## config.mk

```make
export PLATFORM = sky130hd
export DESIGN_NAME = dbirq_top
export DESIGN_NICKNAME = d
export VERILOG_FILES = /design/src/verilog/dbirq_src.v /design/src/verilog/dbirq_top.v
export VERILOG_INCLUDE_DIRS = /design/src /design/src/verilog
export SDC_FILE = /design/constraint.sdc
export NUM_CORES = 1
export LEC_CHECK = 0
export ABC_AREA = 1
export BUFFER_PORTS_ARGS = -buffer_cell sky130_fd_sc_hd__buf_4
export CELL_PAD_IN_SITES_DETAIL_PLACEMENT = 1
export CELL_PAD_IN_SITES_GLOBAL_PLACEMENT = 1
export CORE_MARGIN = 2
export CORE_UTILIZATION = 37
export CTS_BUF_LIST = sky130_fd_sc_hd__clkbuf_4 sky130_fd_sc_hd__clkbuf_8
export CTS_CLUSTER_SIZE = 14
export DETAILED_ROUTE_END_ITERATION = 12
export HOLD_SLACK_MARGIN = 0.06
export PLACE_DENSITY = 0.8
export SLEW_MARGIN = 20
export SYNTH_ARGS = -nofsm -noshare
export SYNTH_HDL_FRONTEND = slang
export SYNTH_HIERARCHICAL = 1
export SYNTH_SLANG_ARGS = --single-unit
export TNS_END_PERCENT = 30
```

## constraint.sdc

```tcl
create_clock -name clk_in -period 1.24 [get_ports clk_in]
set_clock_uncertainty 0.05 [all_clocks]
set_input_delay 0 -clock clk_in [delete_from_list [all_inputs] [get_ports clk_in]]
set_output_delay 0 -clock clk_in [all_outputs]
set_load 0.1 [all_outputs]
```

## src/verilog/dbirq_regs.vh

```
// register offsets, field positions, reset values for the buffer event mask block
// How it works
// mask bits 20 and 19 pass buffer 2 level-mark events to summary b.
// mask bit 17 passes buffer 2 full event to summary b; zero blocks it.
// mask bit 16 passes buffer 2 empty event; it resets to one.
// mask bit 15 passes buffer 1 cell-confirm event to summary a.
// mask bits 14 and 13 pass buffer 1 stamp release and expiry events.
// mask bits 12 and 11 pass buffer 1 upper and lower level-mark events.
// mask bits 9 and 8 pass buffer 1 full and empty events.
// mask bit 7 passes buffer 0 cell-confirm event to summary a.
// mask bit 6 passes buffer 0 stamp release event.
// mask bit 5 passes buffer 0 stamp expiry event.
// mask bits 4 and 3 pass buffer 0 upper and lower level-mark events.
// mask bits 1 and 0 pass buffer 0 full and empty events.
// bits 18, 10 and 2 ignore writes and read as zero.
// event bits set by hardware, cleared by reading, zero after reset.
// level-mark event bits set only on a zero-to-one status change.
// other mask bits reset to zero; summary is any event with mask set.
`ifndef DBIRQ_REGS_VH
`define DBIRQ_REGS_VH

// register offsets
`define DBIRQ_ADDR_W 12
`define DBIRQ_MASK_OFS 12'h150
`define DBIRQ_FLAGS_OFS 12'h14C
`define DBIRQ_SUMMARY_OFS 12'h158

// per-buffer field positions inside one byte
`define DBIRQ_F_CELL 7
`define DBIRQ_F_REL 6
`define DBIRQ_F_AGED 5
`define DBIRQ_F_WM1 4
`define DBIRQ_F_WM0 3
`define DBIRQ_F_RESERVED_BIT 2
`define DBIRQ_F_FULL 1
`define DBIRQ_F_EMPTY 0

// implemented bits: 20..0, writable mask
`define DBIRQ_W 21
`define DBIRQ_LIVE_BITS 21'h1BFBFB
`define DBIRQ_GROUP_A 21'h00FBFB
`define DBIRQ_GROUP_B 21'h1B0000
`define DBIRQ_MASK_RST 21'h010000
`define DBIRQ_FLAGS_RST 21'h000000

`endif

```

## src/verilog/dbirq_src.v

```verilog
// event source for one data buffer: pulses and edge-detected status
`timescale 1ns/1ps
`include "dbirq_regs.vh"

module dbirq_src (
    // clock and control
    input wire clk_in,
    input wire rst_n_in,
    input wire ce_in,
    // one-cycle hardware event pulses
    input wire cell_confirm_in,
    input wire stamp_release_in,
    input wire stamp_expired_in,
    // buffer status levels
    input wire upper_level_mark_in,
    input wire lower_level_mark_in,
    input wire full_in,
    input wire empty_in,
    // set requests in event byte layout
    output wire [7:0] set_out
);

    reg wm1_ff;
    reg wm0_ff;
    reg full_ff;
    reg empty_ff;

    // remember previous status levels
    always @(posedge clk_in) begin
        if (!rst_n_in) begin
            wm1_ff <= 1'b0;
            wm0_ff <= 1'b0;
            full_ff <= 1'b0;
            empty_ff <= 1'b0;
        end else if (ce_in) begin
            wm1_ff <= upper_level_mark_in;
            wm0_ff <= lower_level_mark_in;
            full_ff <= full_in;
            empty_ff <= empty_in;
        end
    end

    // hardware event sets
    assign set_out[`DBIRQ_F_CELL] = cell_confirm_in;
    assign set_out[`DBIRQ_F_REL] = stamp_release_in;
    assign set_out[`DBIRQ_F_AGED] = stamp_expired_in;
    // rising edge only
    assign set_out[`DBIRQ_F_WM1] = upper_level_mark_in & ~wm1_ff;
    assign set_out[`DBIRQ_F_WM0] = lower_level_mark_in & ~wm0_ff;
    assign set_out[`DBIRQ_F_RESERVED_BIT] = 1'b0;
    // full and empty flag on entering the state
    assign set_out[`DBIRQ_F_FULL] = full_in & ~full_ff;
    assign set_out[`DBIRQ_F_EMPTY] = empty_in & ~empty_ff;

endmodule // dbirq_src

```

## src/verilog/dbirq_top.v

```verilog
// buffer event flags, their interrupt mask and the two summary outputs
`timescale 1ns/1ps
`include "dbirq_regs.vh"

module dbirq_top (
    // clock, reset, enable
    input wire clk_in,
    input wire rst_n_in,
    input wire ce_in,

    // register port
    input wire [11:0] addr_in,
    input wire [31:0] wdata_in,
    input wire wr_in,
    input wire rd_in,
    output wire [31:0] rdata_out,

    // buffer 0 events and status
    input wire b0_cell_confirm_in,
    input wire b0_stamp_release_in,
    input wire b0_stamp_expired_in,
    input wire b0_upper_level_mark_in,
    input wire b0_lower_level_mark_in,
    input wire b0_full_in,
    input wire b0_empty_in,

    // buffer 1 events and status
    input wire b1_cell_confirm_in,
    input wire b1_stamp_release_in,
    input wire b1_stamp_expired_in,
    input wire b1_upper_level_mark_in,
    input wire b1_lower_level_mark_in,
    input wire b1_full_in,
    input wire b1_empty_in,

    // buffer 2 status
    input wire b2_upper_level_mark_in,
    input wire b2_lower_level_mark_in,
    input wire b2_full_in,
    input wire b2_empty_in,

    // summary interrupt bits
    output wire buffer_summary_irq_a_out,
    output wire buffer_summary_irq_b_out
);

    // any bit set in both vectors within a group
    function masked_any;
        input [20:0] flags;
        input [20:0] mask;
        input [20:0] group;
        begin
            masked_any = |(flags & mask & group);
        end
    endfunction

    // widen a 21-bit register to the bus word
    function [31:0] to_word;
        input [20:0] val;
        begin
            to_word = {11'h000, val};
        end
    endfunction

    // one register address match
    function addr_hit;
        input [11:0] addr;
        input [11:0] ofs;
        begin
            addr_hit = (addr == ofs);
        end
    endfunction

    // state
    reg [20:0] buffer_event_irq_mask_low_ff;
    reg [20:0] nxt_buffer_event_irq_mask_low;
    reg [20:0] buffer_event_flags_low_ff;
    reg [20:0] nxt_buffer_event_flags_low;
    reg [31:0] rdata_ff;
    reg [31:0] nxt_rdata;
    reg irq_a_ff;
    reg irq_b_ff;

    // set requests from the buffer sources
    wire [7:0] b0_set;
    wire [7:0] b1_set;
    wire [7:0] b2_set;
    wire [20:0] hw_set;

    // address decode
    wire hit_mask;
    wire hit_flags;
    wire hit_summary;
    wire mask_wr;
    wire flags_rd;
    wire [20:0] rd_clear;

    // enable fields of the mask register
    wire b2_upper_level_mark_en;
    wire b2_lower_level_mark_en;
    wire b2_full_en;
    wire b2_empty_en;
    wire b1_cell_confirm_en;
    wire b1_stamp_release_en;
    wire b1_stamp_expired_en;
    wire b1_upper_level_mark_en;
    wire b1_lower_level_mark_en;
    wire b1_full_en;
    wire b1_empty_en;
    wire b0_cell_confirm_en;
    wire b0_stamp_release_en;
    wire b0_stamp_expired_en;
    wire b0_upper_level_mark_en;
    wire b0_lower_level_mark_en;
    wire b0_full_en;
    wire b0_empty_en;
    // enable fields back in register order
    wire [20:0] mask_fields;

    // read source codes, one-hot
    localparam [3:0] SRC_NONE = 4'b0001;
    localparam [3:0] SRC_MASK = 4'b0010;
    localparam [3:0] SRC_FLAGS = 4'b0100;
    localparam [3:0] SRC_SUMMARY = 4'b1000;
    // source picked by the current read strobe
    reg [3:0] rd_src;

    // buffer 0 event source
    dbirq_src u_src_b0 (
        .clk_in(clk_in),
        .rst_n_in(rst_n_in),
        .ce_in(ce_in),
        .cell_confirm_in(b0_cell_confirm_in),
        .stamp_release_in(b0_stamp_release_in),
        .stamp_expired_in(b0_stamp_expired_in),
        .upper_level_mark_in(b0_upper_level_mark_in),
        .lower_level_mark_in(b0_lower_level_mark_in),
        .full_in(b0_full_in),
        .empty_in(b0_empty_in),
        .set_out(b0_set)
    );

    // buffer 1 event source
    dbirq_src u_src_b1 (
        .clk_in(clk_in),
        .rst_n_in(rst_n_in),
        .ce_in(ce_in),
        .cell_confirm_in(b1_cell_confirm_in),
        .stamp_release_in(b1_stamp_release_in),
        .stamp_expired_in(b1_stamp_expired_in),
        .upper_level_mark_in(b1_upper_level_mark_in),
        .lower_level_mark_in(b1_lower_level_mark_in),
        .full_in(b1_full_in),
        .empty_in(b1_empty_in),
        .set_out(b1_set)
    );

    // buffer 2 event source, pulses outside this register half
    dbirq_src u_src_b2 (
        .clk_in(clk_in),
        .rst_n_in(rst_n_in),
        .ce_in(ce_in),
        .cell_confirm_in(1'b0),
        .stamp_release_in(1'b0),
        .stamp_expired_in(1'b0),
        .upper_level_mark_in(b2_upper_level_mark_in),
        .lower_level_mark_in(b2_lower_level_mark_in),
        .full_in(b2_full_in),
        .empty_in(b2_empty_in),
        .set_out(b2_set)
    );

    // gather sets, reserved positions forced low
    // reserved never set
    assign hw_set = {b2_set[4:0], b1_set, b0_set} & `DBIRQ_LIVE_BITS;

    // decode
    assign hit_mask = addr_hit(addr_in, `DBIRQ_MASK_OFS);
    assign hit_flags = addr_hit(addr_in, `DBIRQ_FLAGS_OFS);
    assign hit_summary = addr_hit(addr_in, `DBIRQ_SUMMARY_OFS);
    assign mask_wr = ce_in & wr_in & hit_mask;
    assign flags_rd = ce_in & rd_in & hit_flags;

    // read clears what was returned
    assign rd_clear = flags_rd ? buffer_event_flags_low_ff : 21'h000000;

    // split the mask into its enable fields
    // buffer 2 fields
    // level-mark enables
    assign b2_upper_level_mark_en = buffer_event_irq_mask_low_ff[16 + `DBIRQ_F_WM1];
    assign b2_lower_level_mark_en = buffer_event_irq_mask_low_ff[16 + `DBIRQ_F_WM0];
    // full enable
    assign b2_full_en = buffer_event_irq_mask_low_ff[16 + `DBIRQ_F_FULL];
    // empty enable
    assign b2_empty_en = buffer_event_irq_mask_low_ff[16 + `DBIRQ_F_EMPTY];

    // buffer 1 fields
    // cell-confirm enable
    assign b1_cell_confirm_en = buffer_event_irq_mask_low_ff[8 + `DBIRQ_F_CELL];
    // stamp enables
    assign b1_stamp_release_en = buffer_event_irq_mask_low_ff[8 + `DBIRQ_F_REL];
    assign b1_stamp_expired_en = buffer_event_irq_mask_low_ff[8 + `DBIRQ_F_AGED];
    // level-mark enables
    assign b1_upper_level_mark_en = buffer_event_irq_mask_low_ff[8 + `DBIRQ_F_WM1];
    assign b1_lower_level_mark_en = buffer_event_irq_mask_low_ff[8 + `DBIRQ_F_WM0];
    // full and empty enables
    assign b1_full_en = buffer_event_irq_mask_low_ff[8 + `DBIRQ_F_FULL];
    assign b1_empty_en = buffer_event_irq_mask_low_ff[8 + `DBIRQ_F_EMPTY];

    // buffer 0 fields
    // cell-confirm enable
    assign b0_cell_confirm_en = buffer_event_irq_mask_low_ff[`DBIRQ_F_CELL];
    // release enable
    assign b0_stamp_release_en = buffer_event_irq_mask_low_ff[`DBIRQ_F_REL];
    // expiry enable
    assign b0_stamp_expired_en = buffer_event_irq_mask_low_ff[`DBIRQ_F_AGED];
    // level-mark enables
    assign b0_upper_level_mark_en = buffer_event_irq_mask_low_ff[`DBIRQ_F_WM1];
    assign b0_lower_level_mark_en = buffer_event_irq_mask_low_ff[`DBIRQ_F_WM0];
    // full and empty enables
    assign b0_full_en = buffer_event_irq_mask_low_ff[`DBIRQ_F_FULL];
    assign b0_empty_en = buffer_event_irq_mask_low_ff[`DBIRQ_F_EMPTY];

    // enable fields back in register order
    // reserved positions never enable
    assign mask_fields = {
        b2_upper_level_mark_en,
        b2_lower_level_mark_en,
        1'b0, // reserved
        b2_full_en,
        b2_empty_en,
        b1_cell_confirm_en,
        b1_stamp_release_en,
        b1_stamp_expired_en,
        b1_upper_level_mark_en,
        b1_lower_level_mark_en,
        1'b0, // reserved
        b1_full_en,
        b1_empty_en,
        b0_cell_confirm_en,
        b0_stamp_release_en,
        b0_stamp_expired_en,
        b0_upper_level_mark_en,
        b0_lower_level_mark_en,
        1'b0, // reserved
        b0_full_en,
        b0_empty_en
    };

    // mask next value
    always @* begin
        nxt_buffer_event_irq_mask_low = buffer_event_irq_mask_low_ff;
        if (mask_wr) begin
            // writes ignored on reserved
            nxt_buffer_event_irq_mask_low = wdata_in[20:0] & `DBIRQ_LIVE_BITS;
        end
    end

    // event flags next value, a new set beats the read clear
    always @* begin
        nxt_buffer_event_flags_low = buffer_event_flags_low_ff;
        // clear on read
        nxt_buffer_event_flags_low = nxt_buffer_event_flags_low & ~rd_clear;
        // edge-based sets land here
        nxt_buffer_event_flags_low = nxt_buffer_event_flags_low | hw_set;
    end

    // pick the register a read strobe selects
    always @* begin
        rd_src = SRC_NONE;
        if (ce_in && rd_in) begin
            if (hit_mask) begin
                rd_src = SRC_MASK;
            end else if (hit_flags) begin
                rd_src = SRC_FLAGS;
            end else if (hit_summary) begin
                rd_src = SRC_SUMMARY;
            end
        end
    end

    // read data mux, answers in the next cycle
    always @* begin
        case (rd_src)
            SRC_MASK: begin
                // reserved read as zero
                nxt_rdata = to_word(mask_fields);
            end
            SRC_FLAGS: begin
                nxt_rdata = to_word(buffer_event_flags_low_ff);
            end
            SRC_SUMMARY: begin
                nxt_rdata = {30'h00000000, irq_b_ff, irq_a_ff};
            end
            default: begin
                nxt_rdata = 32'h00000000;
            end
        endcase
    end

    // mask register
    always @(posedge clk_in) begin
        if (!rst_n_in) begin
            // empty enable resets to one
            // other mask bits reset low
            buffer_event_irq_mask_low_ff <= `DBIRQ_MASK_RST;
        end else if (ce_in) begin
            buffer_event_irq_mask_low_ff <= nxt_buffer_event_irq_mask_low;
        end
    end

    // event flag register
    always @(posedge clk_in) begin
        if (!rst_n_in) begin
            // flags reset to zero
            buffer_event_flags_low_ff <= `DBIRQ_FLAGS_RST;
        end else if (ce_in) begin
            buffer_event_flags_low_ff <= nxt_buffer_event_flags_low;
        end
    end

    // read data register, zero outside a read answer
    always @(posedge clk_in) begin
        if (!rst_n_in) begin
            rdata_ff <= 32'h00000000;
        end else if (ce_in) begin
            rdata_ff <= nxt_rdata;
        end
    end

    // summary bits follow enabled flags
    always @(posedge clk_in) begin
        if (!rst_n_in) begin
            irq_a_ff <= 1'b0;
            irq_b_ff <= 1'b0;
        end else if (ce_in) begin
            // gate buffer 1
            // gate buffer 0
            irq_a_ff <= masked_any(buffer_event_flags_low_ff, mask_fields, `DBIRQ_GROUP_A);
            // gate buffer 2
            // any enabled event
            irq_b_ff <= masked_any(buffer_event_flags_low_ff, mask_fields, `DBIRQ_GROUP_B);
        end
    end

    // outputs straight from flops
    assign rdata_out = rdata_ff;
    assign buffer_summary_irq_a_out = irq_a_ff;
    assign buffer_summary_irq_b_out = irq_b_ff;

endmodule // dbirq_top

```

# Word-level counts from Yosys, hierarchy flattened
# Cells that the tools add are included.
# W data, S select, Z words.
# word_totals
ff_bits,85
output_inout_bits,34
elab_cells,65
# classes
n_eq_ne,6
muxes,6
bitwise_logic,32
n_reduce_logical,4
# ops
op,count
$pmux W21 S3,1
$and A21 B21 Y21,2
$eq A12 B9 Y1 const B,3
$mux W21,1
$not A21 Y21,1
$or A21 B21 Y21,1
$and A1 B1 Y1,16
$mux W4,4
$reduce_or A14 Y1,1
$not A1 Y1,12
$eq A4 B2 Y1 const B,1
$eq A4 B3 Y1 const B,1
$eq A4 B4 Y1 const B,1
$reduce_or A4 Y1,1
$reduce_and A2 Y1,1
$logic_and A1 B1 Y1,1

# Logic depth before layout (Yosys ltp)
# Gate-level depths: netlist (run 1).
# depth
word_depth,7
mapped_depth,11
depth_no_buf,10

# Cells and area by module
# Netlist (run 1), hierarchy kept.
# by_module_without_submodules
mod,instances,cells_per_inst,area_each_um2,seq_area_each_um2
dbirq_top,1,379,2723.9,1241.2
dbirq_src,3,34,215.2,80.1

# Worst setup path before layout (run 1)
# OpenSTA, ideal clock, no wires.
# synth_timing
kind,flip-flop to flip-flop
startpoint,reg irq_a_ff (netlist: buffer_summary_irq_a_out)
endpoint,reg rdata_ff[0] (netlist: rdata_out[0])
setup_ns,0.065
t_arrival_ns,1.293
required_time_ns,1.125
slack_ns,-0.168
stages_incl_launch_ff,5
n_path_buf,0
synth_period_minus_slack_ns,1.408
path_cell_list,dfxtp_1 > nand3_1 > nand3_1 > nor2_1 > nor2_1
# synth_between
elab_chain_len,1
# synth_rtl
element,line_no,text
from (decl),dbirq_top.v:81,reg irq_a_ff;
from (signal assigned),dbirq_top.v:339,"irq_a_ff <= masked_any(buffer_event_flags_low_ff, mask_fields, `DBIRQ_GROUP_A);"
$pmux W21 S3,dbirq_top.v:284,case (rd_src)
to (signal assigned),dbirq_top.v:327,rdata_ff <= nxt_rdata;
to (decl),dbirq_top.v:79,reg [31:0] rdata_ff;
# Every way passes these cells.
# A chain may end at the register's enable or synchronous reset.

==> metrics.cfg, run 1 <==
[run_status]
status=finished, final reports clean

[yosys]
synthesis.instances=472
yosysWarnings=6
syn_area_per_cell_sq_um=7.019
syn-cell-area_sq_um=3313

[power]
power_switching_mw=1.403
cellPowerDensity_nw_per_um2=1195
power.total_mw=5.620
p_int_mw=4.217
combPwrFrac=0.139
clockPowerShare=0.417
pwr-share-seq=0.445
power_leakage_nw=2.427
vdd_ir_drop_max_v=0.0006714
sw_frac_of_total=0.2497

[floorplanning]
core_sq_um=8721
dieHeight_um=98.63
start_util=0.3799
ios=101
rows=34
dieArea_sq_um=9728
die_w_um=98.63

[placement]
hpwl_um=6608
globalplace.congestion=0.8013
pre_cts_ws_ps=-63.04
numPortBuffers=75

[clock_network]
worstSkewPairLatency_ps=350
clk_pin_slew_ps=80
cts_htree_levels=3
clockBufferDepth=2
clkSinkCount=74
cts_buffers=9
tritoncts=yes
cts_root_buf=clkbuf_8
postCtsSetupBuffers=0

[worst_setup_path]
cp_slowest_cell=dlygate4sd3_1
worstPathArrival_ps=1420
critical-path-max-stage-delay_ps=550
critical_path.startpoint_type=input port
cp.required_ps=1430
worst-path-max-fanout=2
cp-end-kind=flop
crit_type=input port to flop
path_cells=dlygate4sd3_1 -> buf_4 -> inv_2 -> nand2_1 -> nand2_1 -> dlygate4sd3_1 -> nor2_1

[timing]
drv_slew=0
setup_violations=0
hold_viol=0
min_period_ps=1230
period_share=0.9917
timing.setup.tns_ps=0
fin_ws_ps=10.30
whs_ps=106.9
max-slew-margin-rel=0.5437
max_freq_mhz=813.2
tightest_slew_ps=683.7
rsz0062_at_grt=true

[grt]
grt-ovfl-total=0
antenna_found_initial=0
grt_pass1_vias=3576
grt_max_degree=51
grt_use_total=0.2170
grt_pass1_wl_um=17020

[detailed_routing]
drt_first_pass_iters=4
wire_per_inst_um=14.58
ant_nets=0
avgViaCountPerCell=4.769
vias=3372
wirelength_um=10310
drc=0
first_iter_violations=150

[hold_path]
hold_path.class=input port to flop

[finish]
synthToLayoutAreaGrowth_pct=41.92
drive_gt1_frac=0.2304
insertedDiodeCount=0
nNetsFinal=661

[job]
max_cap_violations=0

[cell type report]
type,instances,area [sq um]
tap,108,135.1
fill,1125,4019
sequential,74,1490
multi-input combinational,329,1459
clock buffer,11,151.4
inverter,43,165.2
timing repair buffer,137,1201
clock inverter,5,100.1
[cell usage in the layout (no fill, tap or decap), drive strengths merged]
| cell type | count |
|---|---|
| o21ai | 21 |
| dlymetal6s4s | 7 |
| nand3 | 27 |
| nor2 | 88 |
| dfxtp | 74 |
| nand4 | 4 |
| buf | 90 |
| inv | 41 |
| dlygate4sd3 | 40 |
| clkinv | 4 |
| conb | 11 |
| a221oi | 2 |
| a41oi | 1 |
| nor3 | 1 |
| a21oi | 23 |
| a22o | 3 |
| or2 | 1 |
| nand2 | 147 |
| clkbuf | 11 |
| bufinv | 3 |
[flip-flops by register name, indices dropped and copies added, names as in the netlist]
name / flops
u_src_b1/wm0_ff: 1
rdata_out: 21
u_src_b0/empty_ff: 1
u_src_b0/wm0_ff: 1
u_src_b2/wm1_ff: 1
u_src_b1/full_ff: 1
u_src_b0/wm1_ff: 1
buffer_event_flags_low_ff: 21
u_src_b2/empty_ff: 1
u_src_b1/wm1_ff: 1
u_src_b2/full_ff: 1
u_src_b2/wm0_ff: 1
buffer_summary_irq_a_out: 1
u_src_b0/full_ff: 1
buffer_event_irq_mask_low_ff: 18
buffer_summary_irq_b_out: 1
u_src_b1/empty_ff: 1
[critical path: cells and delay by family]
kind / cells / cell delay (ps)
AND/OR/NAND/NOR: 3 / 150
buffers and inverters: 4 / 1260
[power groups by stage]
stage / registers [mW] / clock network, mW / logic (mW)
2_1_floorplan: 2.59 / 0 / 0.388
3_3_place_gp: 2.55 / 0 / 0.621
3_5_place_dp: 2.55 / 0 / 0.638
4_1_cts: 2.50 / 2.39 / 0.767
5_1_grt: 2.51 / 2.49 / 0.844
6_report: 2.50 / 2.34 / 0.779
[per-stage QoR]
step,cell area (sq um),std cells,utilization
floorplan,3359,482,-
global placement,3959,644,0.4539
detailed placement,3959,644,0.4539
CTS,4691,708,0.5379
global route,4702,707,0.5392
finish,4702,707,0.5392
[timing repair]
action,CTS,global route
gates resized for setup,0,13
hold endpoints to repair,54,2
endpoints found under the setup margin,0,11
hold buffers,48,1
[path summary, 6_finish.rpt]
path | cells past startpoint | endpoint | slack, ps | from
worst max-delay path | 7 | u_src_b2/empty_ff$_SDFFE_PN0P_ | 10 | b2_empty_in
worst min-delay path | 4 | u_src_b0/empty_ff$_SDFFE_PN0P_ | 110 | rst_n_in
worst max register to register | 5 | buffer_summary_irq_a_out$_SDFFE_PN0P_ | 80 | buffer_event_irq_mask_low_ff[4]$_SDFFE_PN0P_
worst min register to register | 2 | buffer_event_flags_low_ff[18]$_SDFFE_PN0P_ | 410 | buffer_event_flags_low_ff[18]$_SDFFE_PN0P_
[metal layers]
layer | vias to the layer above | wire length, um | GRT usage | share of wire
met5 | - | 0 | 0 | 0
met4 | 0 | 129 | 0.05058 | 0.013
met3 | 14 | 287 | 0.03759 | 0.028
met2 | 61 | 5399 | 0.4008 | 0.52
met1 | 1621 | 4493 | 0.2621 | 0.44
li1 | 1676 | - | - | -
(Power assumes the default switching activity.)
==> run 2, diff against run 1 <==
--- a/config.mk
+++ b/config.mk
@@ -20,6 +20,5 @@
 export SLEW_MARGIN = 20
 export SYNTH_ARGS = -nofsm -noshare
 export SYNTH_HDL_FRONTEND = slang
-export SYNTH_HIERARCHICAL = 1
 export SYNTH_SLANG_ARGS = --single-unit
 export TNS_END_PERCENT = 30
==> run 2 against run 1 <==
Against the previous run: hold slack got worse by 18 ps; critical path depth down 2; sequential share of layout area up 1.0 points; register-to-register slack better by 20 ps; largest cell class unchanged.
==> metrics.cfg, run 2 <==
[run_status]
status=finished, final reports clean

[detailed_routing]
drt_first_pass_iters=4  ; unchanged
vias=3313  ; -1.7%
drc=0  ; unchanged
avgViaCountPerCell=4.945  ; +3.7%
wirelength_um=10180  ; -1.2%
first_iter_violations=108  ; -28%
wire_per_inst_um=15.20  ; +4.2%
ant_nets=0  ; unchanged

[finish]
synthToLayoutAreaGrowth_pct=43.59
final_common_cell=nand2_1
layout_common_cells=nand2_1, buf_4, dfxtp_1
nNetsFinal=627  ; -5.1%
drive_gt1_frac=0.2442  ; +0.01386
stdcell_count=670  ; -5.2%
final_util=0.5515  ; +0.01235
insertedDiodeCount=0  ; unchanged
stdcell_area_sq_um=4554  ; -3.1%

[worst_setup_path]
worst-path-max-fanout=1  ; -1
cp-end-kind=flop
crit_type=input port to flop
cp.required_ps=1420  ; about the same
worstPathArrival_ps=1350  ; -70 ps
critical_path.startpoint_type=input port

[placement]
numPortBuffers=75  ; unchanged
place_inst=613  ; -4.8%
dpl_cell_area_sq_um=3887  ; -1.8%
hpwl_um=6891  ; +4.3%
pre_cts_ws_ps=0.1418  ; +63.18 ps
globalplace.congestion=0.8059  ; +0.57%

[yosys]
synth_area_leader_cell=dfxtp_1
yosysWarnings=0  ; -6
async_reset_ff_frac=0
ys_seq_area_frac=0.4671
synth_edf_count=0
synthesis.instances=436  ; -7.6%
syn_area_per_cell_sq_um=7.275  ; +3.6%
synth.area.top_cells=dfxtp_1, nand2_1, nor2_1
synth_cell_types=27
synth_top_area_frac=0.4671
synth-seq-cells=74
syn-cell-area_sq_um=3172  ; -4.3%
synth_common_cells=nand2_1, dfxtp_1, nor2_1, a21oi_1, inv_1
synthMostInstantiatedCell=nand2_1
synth-main-ff-cell=dfxtp_1

[grt]
grt-ovfl-total=0  ; unchanged
grt_max_degree=36  ; -29%
grt_pass1_wl_um=16480  ; -3.2%
grt_use_total=0.2353  ; +0.01829
grt_pass1_vias=3375  ; -5.6%
antenna_found_initial=0  ; unchanged

[power]
power_leakage_nw=2.188  ; -9.8%
sw_frac_of_total=0.2490  ; -0.0007424
cellPowerDensity_nw_per_um2=1206  ; +0.94%
combPwrFrac=0.124  ; -0.015
p_int_mw=4.127  ; -2.1%
vdd_ir_drop_max_v=0.0007266  ; +8.2%
pwr-share-seq=0.454  ; +0.009
clockPowerShare=0.422  ; +0.005
power_switching_mw=1.368  ; -2.5%

[timing]
timing.setup.tns_ps=0  ; unchanged
hold_viol=0  ; unchanged
rsz0062_at_grt=false
setup_violations=0  ; unchanged
max_freq_mhz=854.6  ; +5.1%
drv_slew=0  ; unchanged
fin_ws_ps=69.87  ; +59.57 ps
min_period_ps=1170  ; -59.57 ps
period_share=0.9437  ; -0.04804

[floorplanning]
die_w_um=96.59  ; -2.1%
dieArea_sq_um=9329  ; -4.1%
ios=101  ; unchanged
dieHeight_um=96.59  ; -2.1%
core_sq_um=8258  ; -5.3%
rows=33  ; -2.9%
start_util=0.3841  ; +0.004177

[clock_network]
worstSkewPairLatency_ps=360  ; about the same
cts_buffers=9  ; unchanged
postCtsSetupBuffers=0  ; unchanged
clkSinkCount=74  ; unchanged
clk_pin_slew_ps=80  ; about the same
tritoncts=yes
clockBufferDepth=2  ; unchanged
cts_htree_levels=3  ; unchanged
cts_root_buf=clkbuf_8

[hold_path]
hold_path.class=input port to flop

[job]
max_cap_violations=0  ; unchanged

==> run 2: cell type report <==
| cell class | instances | area (sq um) |
|---|---|---|
| multi-input combinational | 308 | 1426 |
| timing repair buffer | 137 | 1144 |
| clock buffer | 10 | 137.6 |
| fill | 1041 | 3704 |
| sequential | 74 | 1489 |
| inverter | 30 | 113.9 |
| clock inverter | 6 | 112.6 |
| tap | 105 | 131.4 |
==> run 2: metrics by stage <==
stage               hold WS, ps  power, mW
finish                    89.06      5.495
global route              134.0      5.694
CTS                       77.13      5.513
detailed placement        164.6      3.116
global placement          171.3      3.097
floorplan                 63.22      2.904
==> run 2: cells by family (layout without fill, tap and decap cells) <==
| group | count (synthesis) | in the layout | synth area share |
|---|---|---|---|
| buf+inv | 64 | 183 | 0.09704 |
| other cells | 1 | 11 | 0.001182 |
| simple gates | 237 | 237 | 0.3329 |
| flops | 74 | 74 | 0.4671 |
| compound gates | 60 | 60 | 0.1018 |
==> run 2: worst max-delay path, cell delays in order <==
cell and delay, ps:
dlygate4sd3_1 540, buf_4 130, nand2_1 50, dlygate4sd3_1 560, a21oi_1 70
==> run 2: power by group through the flow <==
stage / Combinational, mW / Sequential [mW] / Clock [mW]
2_1_floorplan: 0.350 / 2.55 / 0
3_3_place_gp: 0.555 / 2.54 / 0
3_5_place_dp: 0.568 / 2.55 / 0
4_1_cts: 0.672 / 2.49 / 2.35
5_1_grt: 0.738 / 2.50 / 2.45
6_report: 0.684 / 2.49 / 2.32
==> run 2: final timing paths <==
check	from	end	slack [ps]	cells past startpoint
worst max-delay path	b0_cell_confirm_in	buffer_event_flags_low_ff[7]$_SDFFE_PN0P_	70	5
worst min-delay path	ce_in	buffer_summary_irq_a_out$_SDFFE_PN0P_	90	6
worst max register to register	buffer_event_irq_mask_low_ff[15]$_SDFFE_PN0P_	buffer_summary_irq_a_out$_SDFFE_PN0P_	100	6
worst min register to register	u_src_b1.wm0_ff$_SDFFE_PN0P_	u_src_b1.wm0_ff$_SDFFE_PN0P_	410	2
==> run 2: per-layer routing <==
metal	share of wire	GRT usage	wire length, um	up-vias
met5	0	0	0	-
met1	0.45	0.2969	4631	1592
met4	0.015	0.07629	151	0
met2	0.49	0.4034	5001	74
met3	0.039	0.04655	398	14
li1	-	-	-	1633
==> run 2: repair_timing <==
item	4_1_cts	5_1_grt
endpoints found under the setup margin	0	1
resized for setup	0	1
hold buffers	41	0
endpoints found under the hold margin	56	0
==> run 3, diff against run 2 <==
--- a/config.mk
+++ b/config.mk
@@ -6,17 +6,16 @@
 export SDC_FILE = /design/constraint.sdc
 export NUM_CORES = 1
 export LEC_CHECK = 0
-export ABC_AREA = 1
 export BUFFER_PORTS_ARGS = -buffer_cell sky130_fd_sc_hd__buf_4
 export CELL_PAD_IN_SITES_DETAIL_PLACEMENT = 1
 export CELL_PAD_IN_SITES_GLOBAL_PLACEMENT = 1
 export CORE_MARGIN = 2
-export CORE_UTILIZATION = 37
+export CORE_UTILIZATION = 39
 export CTS_BUF_LIST = sky130_fd_sc_hd__clkbuf_4 sky130_fd_sc_hd__clkbuf_8
 export CTS_CLUSTER_SIZE = 14
 export DETAILED_ROUTE_END_ITERATION = 12
 export HOLD_SLACK_MARGIN = 0.06
-export PLACE_DENSITY = 0.8
+export PLACE_DENSITY = 0.79
 export SLEW_MARGIN = 20
 export SYNTH_ARGS = -nofsm -noshare
 export SYNTH_HDL_FRONTEND = slang
==> run 3 against run 2 <==
Against the previous run: worst setup slack got worse by 120 ps; the run now ends with setup timing left; largest power group unchanged; clock power fell by 13%; power shrank 4.7%; final cell count down 24%; largest cell class unchanged; critical path depth down 2; core utilization grew 5.2 points; via count decreased by 21%; sequential power barely moved.
==> metrics.cfg, run 3 <==
[grt]
antenna_found_initial=0  ; unchanged
grt_max_degree=22  ; -39%
grt_use_total=0.2327  ; -0.002590
grt_pass1_wl_um=14840  ; -10%
grt-ovfl-total=0  ; unchanged
grt_pass1_vias=2834  ; -16%

[yosys]
syn_area_per_cell_sq_um=11.17  ; +53%
synth.area.top_cells=dfxtp_1, mux2i_1, nor2b_1
yosysWarnings=0  ; unchanged
ys_seq_area_frac=0.4987  ; +0.03168
async_reset_ff_frac=0  ; unchanged
synth-main-ff-cell=dfxtp_1
synthesis.instances=266  ; -39%
synth_cell_types=33  ; +22%
synthMostInstantiatedCell=dfxtp_1
synth_edf_count=0  ; unchanged
synth_top_area_frac=0.4987  ; +0.03168
synth_area_leader_cell=dfxtp_1
syn-cell-area_sq_um=2970  ; -6.4%
synth-seq-cells=74  ; unchanged
synth_common_cells=dfxtp_1, nor2b_1, mux2i_1, a221o_1, and2_1

[detailed_routing]
drc=0  ; unchanged
drt_first_pass_iters=5  ; +1
ant_nets=0  ; unchanged
wirelength_um=9335  ; -8.3%
avgViaCountPerCell=5.139  ; +3.9%
first_iter_violations=115  ; +6.5%
wire_per_inst_um=18.30  ; +20%
vias=2621  ; -21%

[clock_network]
worstSkewPairLatency_ps=350  ; about the same
clk_pin_slew_ps=80  ; about the same
clkSinkCount=74  ; unchanged
cts_root_buf=clkbuf_8
postCtsSetupBuffers=0  ; unchanged
tritoncts=yes
cts_buffers=9  ; unchanged
cts_htree_levels=3  ; unchanged
clockBufferDepth=2  ; unchanged

[run_status]
violations=setup timing
status=complete, but fails checks

[timing]
rsz0062_at_grt=true
drv_slew=0  ; unchanged
max_freq_mhz=776.8  ; -9.1%
setup_violations=1  ; +1
min_period_ps=1287  ; +117.2 ps
hold_viol=0  ; unchanged
period_share=1.038  ; +0.09453
fin_ws_ps=-47.35  ; -117.2 ps
timing.setup.tns_ps=-47.35  ; -47.35 ps

[placement]
numPortBuffers=75  ; unchanged
hpwl_um=6066  ; -12%
dpl_cell_area_sq_um=3815  ; -1.9%
globalplace.congestion=0.8182  ; +1.5%
place_inst=456  ; -26%

[finish]
drive_gt1_frac=0.3504  ; +0.1061
nNetsFinal=474  ; -24%
n_fill_cell=782  ; -25%
synthToLayoutAreaGrowth_pct=48.90
stdcell_area_sq_um=4423  ; -2.9%
layout_common_cells=buf_4, dfxtp_1, dlygate4sd3_1
stdcell_count=510  ; -24%
insertedDiodeCount=0  ; unchanged
final_common_cell=buf_4

[power]
power.total_mw=5.236  ; -4.7%
cellPowerDensity_nw_per_um2=1184  ; -1.9%
vdd_ir_drop_max_v=0.0006152  ; -15%
power_leakage_nw=2.027  ; -7.4%

[worst_setup_path]
cp-end-kind=flop
crit_type=flop to flop
cp_top_family=compound AO/OA/AOI/OAI gates
cp.required_ps=1440  ; +20 ps
worstPathArrival_ps=1490  ; +140 ps
path_buf_inv=0  ; -3
critical-path-max-stage-delay_ps=420  ; -140 ps
path_cells=a222oi_1 -> nand3_1 -> o221a_2
cp_slowest_cell=a222oi_1
worst-path-max-fanout=2  ; +1
critical_path.startpoint_type=flop

[floorplanning]
dieHeight_um=91.27  ; -5.5%
rows=31  ; -6.1%
core_sq_um=7331  ; -11%
ios=101  ; unchanged
dieArea_sq_um=8330  ; -11%
start_util=0.4052  ; +0.02110
die_w_um=91.27  ; -5.5%

[job]
max_cap_violations=0  ; unchanged

[hold_path]
hold_path.class=input port to flop

[run 3: final cells by class]
| class | instances | area, sq um | area share |
|---|---|---|---|
| clock buffers | 10 | 131.4 | 0.02970 |
| repair buffers | 146 | 1219 | 0.2755 |
| flip-flops and latches | 74 | 1503 | 0.3397 |
| multi-input cells | 163 | 1319 | 0.2982 |
| clock inverters | 5 | 78.83 | 0.01782 |
| inverters | 13 | 48.80 | 0.01103 |
| well taps | 99 | 123.9 | 0.02801 |
[run 3: what timing repair did]
action,in CTS,in global routing
pin swaps,1,0
endpoints found under the hold margin,49,0
hold buffers,39,0
gates resized for setup,1,1
endpoints found under the setup margin,1,1
[run 3: per-layer routing]
metal  up-vias  GRT usage  share of wire
met5         -          0              0
met4         0    0.07828          0.013
met3        13    0.04979          0.049
met2       102     0.4179           0.52
met1      1277     0.2736           0.41
li1       1229          -              -
[run 3: worst paths after layout]
check | from | endpoint | slack [ps] | cells after the start
setup / recovery | buffer_event_irq_mask_low_ff[5]$_SDFFE_PN0P_ | buffer_summary_irq_a_out$_SDFFE_PN0P_ | -50 | 3
hold / removal | rst_n_in | u_src_b2.wm0_ff$_SDFFE_PN0P_ | 90 | 3
setup reg to reg | buffer_event_irq_mask_low_ff[5]$_SDFFE_PN0P_ | buffer_summary_irq_a_out$_SDFFE_PN0P_ | -50 | 3
hold reg to reg | buffer_event_flags_low_ff[2]$_SDFFE_PN0P_ | buffer_event_flags_low_ff[2]$_SDFFE_PN0P_ | 410 | 1
[run 3: worst min-delay path, delay by kind of cell]
| kind | cells | cell delay [ps] |
|---|---|---|
| simple gates | 1 | 140 |
| buf+inv | 2 | 300 |
[run 3: where the power goes]
group	switching [mW]	internal [mW]
combinational	0.371	0.333
sequential	0.0590	2.45
clock	0.881	1.14
total	1.31	3.92
[run 3: per-stage QoR]
stage | worst slack [ps] | hold WS, ps | util
after detailed placement | -207.1 | 172.6 | 0.5204
after global placement | -172.0 | 162.1 | 0.5204
after global routing | -136.3 | 94.84 | 0.6033
after CTS | -32.54 | 66.05 | 0.6032
after floorplan | -101.2 | 75.11 | -
final | -47.35 | 88.60 | 0.6033
[run 3: cell families after synthesis]
| kind of cell | share of synthesized area |
|---|---|
| and+or+nand+nor | 0.1618 |
| muxes | 0.1011 |
| AOI/OAI and AO/OA | 0.1651 |
| other | 0.001262 |
| buffers and inverters | 0.07203 |
| DFF | 0.4987 |
